`src/design/lsir_params.svh`:
```
// Constants for the line status and interrupt register group.
// Assumes inclusion by bare name from the core, error counter and clock monitor files.
`ifndef LSIR_PARAMS_SVH
`define LSIR_PARAMS_SVH

// ----------------------------------------------------------------
// Register offsets
// ----------------------------------------------------------------
`define LSIR_ADDR_STAT_A    8'h17
`define LSIR_ADDR_STAT_B    8'h18
`define LSIR_ADDR_EVT_A     8'h19
`define LSIR_ADDR_EVT_B     8'h1a
`define LSIR_ADDR_CNT_LOW   8'h1b
`define LSIR_ADDR_CNT_HIGH  8'h1c

// ----------------------------------------------------------------
// Field positions
// ----------------------------------------------------------------
`define LSIR_BIT_LOS        0
`define LSIR_BIT_AIS        1
`define LSIR_BIT_DF         2
`define LSIR_BIT_TX_LINE_CLOCK       3
`define LSIR_BIT_PSYNC      4
`define LSIR_BIT_LB_DEACT   5
`define LSIR_BIT_LB_ACT     6
`define LSIR_BIT_RLOOP      5
`define LSIR_BIT_CNT_OV     0

// ----------------------------------------------------------------
// Reset values and timing
// ----------------------------------------------------------------
`define LSIR_RST_BYTE       8'h00
`define LSIR_RST_COUNT      16'h0000
`define LSIR_TX_LINE_CLOCK_LOSS_CYC  7'd70

`endif

```
`src/design/lsir_pkg.sv`:
```
// Types for the line status and interrupt register group.
// Assumes nothing beyond a SystemVerilog compiler.
package lsir_pkg;

  typedef logic [7:0]  lsir_byte_t;
  typedef logic [6:0]  lsir_src_t;
  typedef logic [15:0] lsir_count_t;

  // ----------------------------------------------------------------
  // State records
  // ----------------------------------------------------------------
  typedef struct packed {
    lsir_src_t  prev;
    lsir_byte_t ev_a;
    lsir_byte_t ev_b;
    lsir_byte_t rdata;
  } lsir_core_s;

  typedef struct packed {
    logic       last;
    logic [6:0] idle;
    logic       loss;
  } lsir_tmon_s;

  typedef struct packed {
    lsir_count_t count;
    logic        ovf;
  } lsir_cnt_s;

endpackage

```
`src/design/lsir_mon_if.sv`:
```
// Monitor signals between the register core and its helpers.
// Assumes all ends run on the same clock.
interface lsir_mon_if;
  logic                 tx_line_clock_loss;
  lsir_pkg::lsir_count_t err_count;
  logic                 cnt_ovf;

  modport tmon (output tx_line_clock_loss);
  modport cnt  (output err_count, output cnt_ovf);
  modport core (input tx_line_clock_loss, input err_count, input cnt_ovf);
endinterface

```
`src/design/lsir_core.sv`:
```
// Line status, interrupt event and error counter registers.
// Assumes detector inputs and host strobes synchronous to clock.
//
// Behaviour
// RQ1 - Status bit 2 follows driver short circuit
// RQ2 - Edge select 0: event on rising status
// RQ3 - Edge select 1: event on any change
// RQ4 - Status bit 1 follows AIS detection
// RQ5 - Status bit 0 follows signal loss
// RQ6 - Second status bit 5 shows remote loopback
// RQ7 - First status register is live, read only
// RQ8 - Second status register live, reserved bits zero
// RQ9 - Reading first event register clears it
// RQ10 - Reading second event register clears it
// RQ11 - First event register bit layout
// RQ12 - Second event register upper bit layout
// RQ13 - Second event register lower bit layout
// RQ14 - Low counter byte at 1BH, reset zero
// RQ15 - High counter byte at 1CH, reset zero
// RQ16 - Clock loss after over 70 idle cycles
// RQ17 - Pattern sync status follows pattern detector
// RQ18 - Events latch until read; masked sources blocked
// RQ19 - Request out while unmasked event pending
`include "lsir_params.svh"

module lsir_core
  import lsir_pkg::*;
(
  input  wire logic             clock,
  input  wire logic             srst,
  input  wire lsir_pkg::lsir_byte_t reg_addr,
  input  wire logic             reg_rd,
  output lsir_pkg::lsir_byte_t  reg_rdata,
  input  wire logic             driver_short_detect,
  input  wire logic             ais_detect,
  input  wire logic             los_detect,
  input  wire logic             remote_loopback_active,
  input  wire logic             pattern_sync_detect,
  input  wire logic             loopback_activate_detect,
  input  wire logic             loopback_deactivate_detect,
  input  wire logic             tx_line_clock,
  input  wire logic             waveform_amp_overflow,
  input  wire logic             jitter_buf_overflow,
  input  wire logic             jitter_buf_underflow,
  input  wire logic             pattern_error,
  input  wire logic             excess_zeros,
  input  wire logic             code_violation,
  input  wire logic             one_second_timer,
  input  wire logic             err_inc,
  input  wire lsir_pkg::lsir_src_t  status_mask,
  input  wire lsir_pkg::lsir_src_t  status_edge_sel,
  input  wire lsir_pkg::lsir_byte_t event_mask_b,
  output logic                  irq
);

  lsir_mon_if mon ();

  lsir_core_s q;
  lsir_core_s d;

  logic       driver_fault_status;
  logic       alarm_indication_status;
  logic       signal_loss_status;
  logic       remote_loopback_status;
  logic       pattern_sync_status;
  logic       tx_clock_loss_status;
  lsir_byte_t stat_a;
  lsir_byte_t stat_b;
  lsir_byte_t src_b;
  lsir_byte_t cond_a;
  lsir_byte_t cond_b;
  logic       clr_a;
  logic       clr_b;

  // ----------------------------------------------------------------
  // Helpers
  // ----------------------------------------------------------------
  lsir_tx_line_clock_mon u_tmon (
    .clock         (clock),
    .srst          (srst),
    .tx_line_clock (tx_line_clock),
    .mon           (mon.tmon)
  );

  lsir_err_cnt u_cnt (
    .clock   (clock),
    .srst    (srst),
    .err_inc (err_inc),
    .mon     (mon.cnt)
  );

  // ----------------------------------------------------------------
  // Live status
  // ----------------------------------------------------------------
  assign driver_fault_status     = driver_short_detect; // RQ1
  assign alarm_indication_status = ais_detect; // RQ4
  assign signal_loss_status      = los_detect; // RQ5
  assign remote_loopback_status  = remote_loopback_active; // RQ6
  assign pattern_sync_status     = pattern_sync_detect; // RQ17
  assign tx_clock_loss_status    = mon.tx_line_clock_loss; // RQ16

  // RQ7
  assign stat_a = {1'b0,
                   loopback_activate_detect,
                   loopback_deactivate_detect,
                   pattern_sync_status,
                   tx_clock_loss_status,
                   driver_fault_status,
                   alarm_indication_status,
                   signal_loss_status};

  // RQ8
  assign stat_b = {2'b00, remote_loopback_status, 5'b00000};

  // ----------------------------------------------------------------
  // Event conditions
  // ----------------------------------------------------------------
  assign cond_a[7] = 1'b0;

  for (genvar i = 0; i < 7; i++) begin : g_src
    always_comb begin
      if (status_mask[i]) begin
        cond_a[i] = 1'b0; // RQ18
      end else if (status_edge_sel[i]) begin
        cond_a[i] = stat_a[i] ^ q.prev[i]; // RQ3
      end else begin
        cond_a[i] = stat_a[i] & ~q.prev[i]; // RQ2
      end
    end
  end

  // RQ12 RQ13
  assign src_b = {waveform_amp_overflow,
                  jitter_buf_overflow,
                  jitter_buf_underflow,
                  pattern_error,
                  excess_zeros,
                  code_violation,
                  one_second_timer,
                  mon.cnt_ovf};

  assign cond_b = src_b & ~event_mask_b; // RQ18

  assign clr_a = reg_rd && (reg_addr == `LSIR_ADDR_EVT_A);
  assign clr_b = reg_rd && (reg_addr == `LSIR_ADDR_EVT_B);

  // ----------------------------------------------------------------
  // Next state
  // ----------------------------------------------------------------
  always_comb begin
    d      = q;
    d.prev = stat_a[6:0];
    // New events win over a clearing read in the same cycle
    d.ev_a = (clr_a ? `LSIR_RST_BYTE : q.ev_a) | cond_a; // RQ9 RQ11
    d.ev_b = (clr_b ? `LSIR_RST_BYTE : q.ev_b) | cond_b; // RQ10
    if (reg_rd) begin
      if (reg_addr == `LSIR_ADDR_STAT_A) begin
        d.rdata = stat_a; // RQ7
      end else if (reg_addr == `LSIR_ADDR_STAT_B) begin
        d.rdata = stat_b; // RQ8
      end else if (reg_addr == `LSIR_ADDR_EVT_A) begin
        d.rdata = q.ev_a;
      end else if (reg_addr == `LSIR_ADDR_EVT_B) begin
        d.rdata = q.ev_b;
      end else if (reg_addr == `LSIR_ADDR_CNT_LOW) begin
        d.rdata = mon.err_count[7:0]; // RQ14
      end else if (reg_addr == `LSIR_ADDR_CNT_HIGH) begin
        d.rdata = mon.err_count[15:8]; // RQ15
      end else begin
        d.rdata = `LSIR_RST_BYTE;
      end
    end
  end

  always_ff @(posedge clock) begin
    if (srst) begin
      q.prev  <= 7'h00;
      q.ev_a  <= `LSIR_RST_BYTE;
      q.ev_b  <= `LSIR_RST_BYTE;
      q.rdata <= `LSIR_RST_BYTE;
    end else begin
      q <= d;
    end
  end

  // ----------------------------------------------------------------
  // Outputs
  // ----------------------------------------------------------------
  assign reg_rdata = q.rdata;
  assign irq = (|(q.ev_a[6:0] & ~status_mask))
             | (|(q.ev_b & ~event_mask_b)); // RQ19

  // ----------------------------------------------------------------
  // Checks
  // ----------------------------------------------------------------
  rise_event_a: assert property (@(posedge clock) disable iff (srst) // RQ2
    (!status_mask[0] && !status_edge_sel[0] && los_detect && !q.prev[0])
    |=> q.ev_a[`LSIR_BIT_LOS])
    else $error("rising loss gave no event");

  fall_no_event_a: assert property (@(posedge clock) disable iff (srst) // RQ2
    (!status_edge_sel[1] && !ais_detect && !q.ev_a[1])
    |=> !q.ev_a[`LSIR_BIT_AIS])
    else $error("event set without rising edge");

  any_edge_a: assert property (@(posedge clock) disable iff (srst) // RQ3
    (!status_mask[1] && status_edge_sel[1] && !ais_detect && q.prev[1])
    |=> q.ev_a[`LSIR_BIT_AIS])
    else $error("falling change gave no event");

  mask_block_a: assert property (@(posedge clock) disable iff (srst) // RQ18
    (status_mask[2] && !q.ev_a[2]) |=> !q.ev_a[`LSIR_BIT_DF])
    else $error("masked source set its event");

  clear_a_read_a: assert property (@(posedge clock) disable iff (srst) // RQ9
    (clr_a && cond_a == 8'h00) |=> (q.ev_a == 8'h00 && reg_rdata ==
    $past(q.ev_a)))
    else $error("first event register not cleared by read");

  clear_b_read_a: assert property (@(posedge clock) disable iff (srst) // RQ10
    (clr_b && cond_b == 8'h00) |=> (q.ev_b == 8'h00 && reg_rdata ==
    $past(q.ev_b)))
    else $error("second event register not cleared by read");

  code_event_a: assert property (@(posedge clock) disable iff (srst) // RQ13
    (code_violation && !event_mask_b[2])
    |=> q.ev_b[2] ##1 (q.ev_b[2] || $past(clr_b)))
    else $error("code violation event lost");

  live_stat_a: assert property (@(posedge clock) disable iff (srst) // RQ7
    (reg_rd && reg_addr == `LSIR_ADDR_STAT_A)
    |=> reg_rdata == {1'b0, $past(stat_a[6:0])})
    else $error("live status read mismatch");

  stat_b_rsv_a: assert property (@(posedge clock) disable iff (srst) // RQ8
    (reg_rd && reg_addr == `LSIR_ADDR_STAT_B)
    |=> (reg_rdata[7:6] == 2'b00 && reg_rdata[4:0] == 5'b00000
         && reg_rdata[5] == $past(remote_loopback_active)))
    else $error("second status read mismatch");

  cnt_bytes_a: assert property (@(posedge clock) disable iff (srst) // RQ14
    (reg_rd && reg_addr == `LSIR_ADDR_CNT_LOW)
    |=> reg_rdata == $past(mon.err_count[7:0]))
    else $error("counter low byte mismatch");

  cnt_high_a: assert property (@(posedge clock) disable iff (srst) // RQ15
    (reg_rd && reg_addr == `LSIR_ADDR_CNT_HIGH)
    |=> reg_rdata == $past(mon.err_count[15:8]))
    else $error("counter high byte mismatch");

  irq_pending_a: assert property (@(posedge clock) disable iff (srst) // RQ19
    (q.ev_b[3] && !event_mask_b[3]) |-> irq)
    else $error("request low with pending event");

  mask_b_block_a: assert property (@(posedge clock) disable iff (srst) // RQ18
    (event_mask_b[7] && !q.ev_b[7]) |=> !q.ev_b[7])
    else $error("masked second source set its event");

  irq_idle_a: assert property (@(posedge clock) disable iff (srst) // RQ19
    (q.ev_a == 8'h00 && q.ev_b == 8'h00) |-> !irq)
    else $error("request high with no pending event");

endmodule

```
`src/design/lsir_err_cnt.sv`:
```
// Sixteen bit error counter with overflow pulse.
// Assumes one increment request per clock at most.
`include "lsir_params.svh"

module lsir_err_cnt
  import lsir_pkg::*;
(
  input  wire logic clock,
  input  wire logic srst,
  input  wire logic err_inc,
  lsir_mon_if.cnt   mon
);

  lsir_cnt_s q;
  lsir_cnt_s d;

  // ----------------------------------------------------------------
  // Count and wrap
  // ----------------------------------------------------------------
  always_comb begin
    d     = q;
    d.ovf = err_inc && (q.count == 16'hffff);
    if (err_inc) begin
      d.count = q.count + 16'h0001;
    end
  end

  always_ff @(posedge clock) begin
    if (srst) begin
      q.count <= `LSIR_RST_COUNT;
      q.ovf   <= 1'b0;
    end else begin
      q <= d;
    end
  end

  assign mon.err_count = q.count;
  assign mon.cnt_ovf   = q.ovf;

  wrap_ovf_a: assert property (@(posedge clock) disable iff (srst) // RQ13
    (err_inc && q.count == 16'hffff) |=> (mon.cnt_ovf && q.count == 16'h0))
    else $error("counter wrap gave no overflow pulse");

endmodule

```
`src/design/lsir_tx_line_clock_mon.sv`:
```
// Transmit clock loss monitor.
// Assumes the clock pin is already synchronous to the master clock.
`include "lsir_params.svh"

module lsir_tx_line_clock_mon
  import lsir_pkg::*;
(
  input  wire logic clock,
  input  wire logic srst,
  input  wire logic tx_line_clock,
  lsir_mon_if.tmon  mon
);

  lsir_tmon_s q;
  lsir_tmon_s d;
  logic       toggle;

  // ----------------------------------------------------------------
  // Idle count
  // ----------------------------------------------------------------
  assign toggle = tx_line_clock ^ q.last;

  always_comb begin
    d      = q;
    d.last = tx_line_clock;
    if (toggle) begin
      d.idle = 7'd0;
      d.loss = 1'b0;
    end else if (q.idle > `LSIR_TX_LINE_CLOCK_LOSS_CYC) begin
      d.loss = 1'b1; // RQ16
    end else begin
      d.idle = q.idle + 7'd1;
    end
  end

  always_ff @(posedge clock) begin
    if (srst) begin
      q <= '0;
    end else begin
      q <= d;
    end
  end

  assign mon.tx_line_clock_loss = q.loss;

  loss_after_idle_a: assert property (@(posedge clock) disable iff (srst) // RQ16
    (!toggle && q.idle > `LSIR_TX_LINE_CLOCK_LOSS_CYC) |=> mon.tx_line_clock_loss)
    else $error("clock loss not flagged after idle period");

  loss_cleared_a: assert property (@(posedge clock) disable iff (srst) // RQ16
    toggle |=> !mon.tx_line_clock_loss)
    else $error("clock loss held despite toggle");

endmodule

```
`config.mk`:
```
export PLATFORM = sky130hd
export DESIGN_NAME = lsir_core
export DESIGN_NICKNAME = d
export VERILOG_FILES = /design/src/design/lsir_pkg.sv /design/src/design/lsir_mon_if.sv /design/src/design/lsir_core.sv /design/src/design/lsir_err_cnt.sv /design/src/design/lsir_tx_line_clock_mon.sv
export VERILOG_INCLUDE_DIRS = /design/src /design/src/design
export SDC_FILE = /design/constraint.sdc
export NUM_CORES = 1
export LEC_CHECK = 0
export ABC_AREA = 0
export BUFFER_PORTS_ARGS = -buffer_cell sky130_fd_sc_hd__buf_2
export CORE_MARGIN = 4
export CORE_UTILIZATION = 52
export CTS_BUF_LIST = sky130_fd_sc_hd__clkbuf_8
export DETAILED_ROUTE_END_ITERATION = 7
export HOLD_SLACK_MARGIN = 0.06
export PLACE_DENSITY = 0.83
export SLEW_MARGIN = 20
export SYNTH_ARGS = -nofsm -noshare
export SYNTH_HDL_FRONTEND = slang
export SYNTH_SLANG_ARGS = --single-unit
```
`constraint.sdc`:
```
create_clock -name clock -period 1.5 [get_ports clock]
set_input_delay 0.45 -clock clock [delete_from_list [all_inputs] [get_ports clock]]
set_output_delay 0.45 -clock clock [all_outputs]
set_load 0.1 [all_outputs]
```
==> impl_metrics.json <==
{
  "drcViolationCount": 0,
  "status": "finished, violations left",
  "layout-drive-gt1-share_pct": 37.12,
  "grt_pass1_vias": 2962,
  "final_util_pct": 75.52,
  "grt_pass1_wl_um": 14120,
  "synthSimpleGateAreaFrac_pct": 27.43,
  "grt_max_degree": 35,
  "worst-setup-path-type": "register to output port",
  "hp-class": "primary input to register",
  "cp_data_arrival_time_ns": 1.46,
  "cp_slowest_stage_delay_ns": 0.34,
  "grtUsageTotal_pct": 24.60,
  "critPathSlowestCell": "dfxtp_2",
  "final_nets": 524,
  "synthArstFlopShare_pct": 0,
  "syn_area_per_cell_um2": 8.208,
  "die_x_um": 83.80,
  "die_h_um": 83.80,
  "place_congestion": 0.8862,
  "grt-ovfl-total": 0,
  "diodes": 0,
  "nFillCells": 373,
  "synth_flop_cell": "dfxtp_1",
  "holdWs_ns": 0.3299,
  "multiInputGateArea_um2": 1758,
  "cts.sinks": 56,
  "ys_ff_latch": 56,
  "met3_usage_pct": 4.541,
  "clkTransAtPathRegs_ns": 0.10,
  "syn_inst": 364,
  "p_leak_uw": 0.001762,
  "top_usage_layer": "met2",
  "ant_nets": 0,
  "hpwl_um": 6052,
  "wl_per_cell_um": 16.29,
  "wirelength_um": 8762,
  "io_pins": 58,
  "hold_buffers": 0,
  "cts_inserted_buffers": 5,
  "cts_tree": "built",
  "synth.largest_area_cell": "dfxtp_1",
  "start_util_pct": 53.93,
  "crit_fanout": 2,
  "synth_mux_area_share_pct": 2.094,
  "layout_setup_ws_ns": -0.4101,
  "synth_edf_count": 0,
  "rsz0062_at_grt": "yes",
  "first_pass_iters": 5,
  "fin_skew_ns": 0.006153,
  "placeableCoreArea_um2": 5540,
  "maxSlewViolCount": 0,
  "syn_area_um2": 2988,
  "cts-root-buf": "clkbuf_8",
  "port_buffers": 57,
  "powerDensity_nw_per_um2": 861.5,
  "regArea_um2": 1145,
  "ys_warn_count": 0,
  "p_total_uw": 3604,
  "startpoint_type": "register",
  "grt_use_met1_pct": 30.48,
  "drt_iter0_drc": 273,
  "synth_top_area_share_pct": 37.52,
  "yosys-top-cells-area": "dfxtp_1 38%, nand2_1 5.7%, nor2_1 5.2%",
  "path_buf_inv": 2,
  "grtUsageMet2_pct": 42.66,
  "final_common_cell": "buf_4",
  "antenna_found_initial": 0,
  "synthToLayoutAreaGrowth_pct": 40.03,
  "hold_viol_final": 0,
  "dieArea_um2": 7022,
  "cp_cell_sequence": "inv_2 -> o22ai_4 -> nor4_4 -> nand3_4 -> buf_12",
  "tns_ns": -1.465,
  "htreeDepth": 2,
  "clockBufferDepth": 2,
  "fin_crit_sh_pct": 127.3,
  "period_minus_slack_ns": 1.910,
  "ys_seq_area_share_pct": 37.52,
  "num_rows": 27,
  "pre_cts_slack_ns": -0.3548,
  "endpoint_kind": "output port",
  "vdd_drop_max_uv": 740.3,
  "cap_violations": 0,
  "layout_common_cells": "59 x buf_4, 47 x buf_2, 45 x dfxtp_1, 44 x nand2_1, 40 x nor2_1",
  "setup_viol_count_final": 7,
  "violations": "setup timing",
  "crit_required_ns": 1.05,
  "synth-compound-area-share_pct": 16.00,
  "cp_top_family": "simple AND/OR/NAND/NOR gates",
  "tightestPinTransition_ns": 0.4533,
  "synth_fp_nets": 423,
  "synthDistinctLibCells": 53,
  "fmax_mhz": 523.5,
  "synth_top_family_by_area": "simple AND/OR/NAND/NOR gates",
  "slew_headroom_pct": 69.40,
  "vias": 3052,
  "synth_xor_area_share_pct": 4.104,
  "synth_fa_ha_area_share_pct": 4.188,
  "vias_per_cell": 5.673,
  "insertion_delay_ns": 0.32
}
-- state kept, by name, indices dropped and copies added, names as in the netlist --
| name | count |
|---|---|
| reg_rdata | 8 |
| u_tmon.q | 8 |
| u_cnt.mon.err_count | 16 |
| u_tmon.mon.tx_line_clock_loss | 1 |
| q | 22 |
| u_cnt.mon.cnt_ovf | 1 |
-- power by group --
part	internal, uW	total (uW)	switching (uW)
combinational	303	678	375
sequential	1540	1590	45.4
clock	834	1340	507
-- routing by layer --
layer	wire length [um]	vias up
li1	-	1461
met3	630	20
met5	0	-
met1	3674	1412
met4	171	0
met2	4285	159
-- final timing paths --
check	from	to	slack [ns]	depth (start not counted)
worst max register to register	u_tmon.q[1]$_SDFFE_PP0P_	u_tmon.q[4]$_SDFFE_PP0P_	-0.37	6
worst min register to register	u_cnt.mon.err_count[9]$_SDFFE_PP0P_	u_cnt.mon.err_count[9]$_SDFFE_PP0P_	0.53	2
worst max-delay path	q[20]$_SDFF_PP0_	irq	-0.41	5
worst min-delay path	status_mask[1]	q[17]$_SDFF_PP0_	0.33	2
-- through the flow --
stage | instances | area, um^2
after floorplan | 364 | 3030
after global placement | 519 | 3779
after detailed placement | 519 | 3779
after CTS | 529 | 4000
after global routing | 538 | 4184
final | 538 | 4184
-- cells by family after synthesis --
family | Yosys count
compound gates | 67
buf+inv | 56
simple gates | 155
xor+xnor | 14
fa+ha+maj | 10
mux | 6
flops | 56
-- repair_timing --
item | 4_1_cts | 5_1_grt
pin swaps | 4 | 14
setup endpoints to repair | 6 | 21
buffers inserted | 2 | 9
gates resized for setup | 14 | 30
-- synthesized netlist by cell type, types with 6 or more instances --
| cell type | count |
|---|---|
| o31ai_1 | 7 |
| o21ai_0 | 11 |
| inv_1 | 31 |
| nor3_1 | 7 |
| a21oi_1 | 14 |
| o311ai_0 | 6 |
| nand2_1 | 45 |
| ha_1 | 10 |
| buf_4 | 9 |
| buf_2 | 6 |
| xnor2_1 | 9 |
| clkbuf_1 | 7 |
| nand3b_1 | 7 |
| nor2_1 | 41 |
| nor2b_1 | 16 |
| nand3_1 | 7 |
| dfxtp_1 | 56 |
| a311oi_1 | 7 |
-- cell type report --
cell class	count	area share, %
Clock buffer	5	1.645
Clock inverter	3	2.153
Inverter	31	2.961
Multi-Input combinational cell	252	42.02
Sequential cell	56	27.36
Tap cell	72	2.153
Timing Repair Buffer	119	21.71
Power figures use the tool's default switching activity.
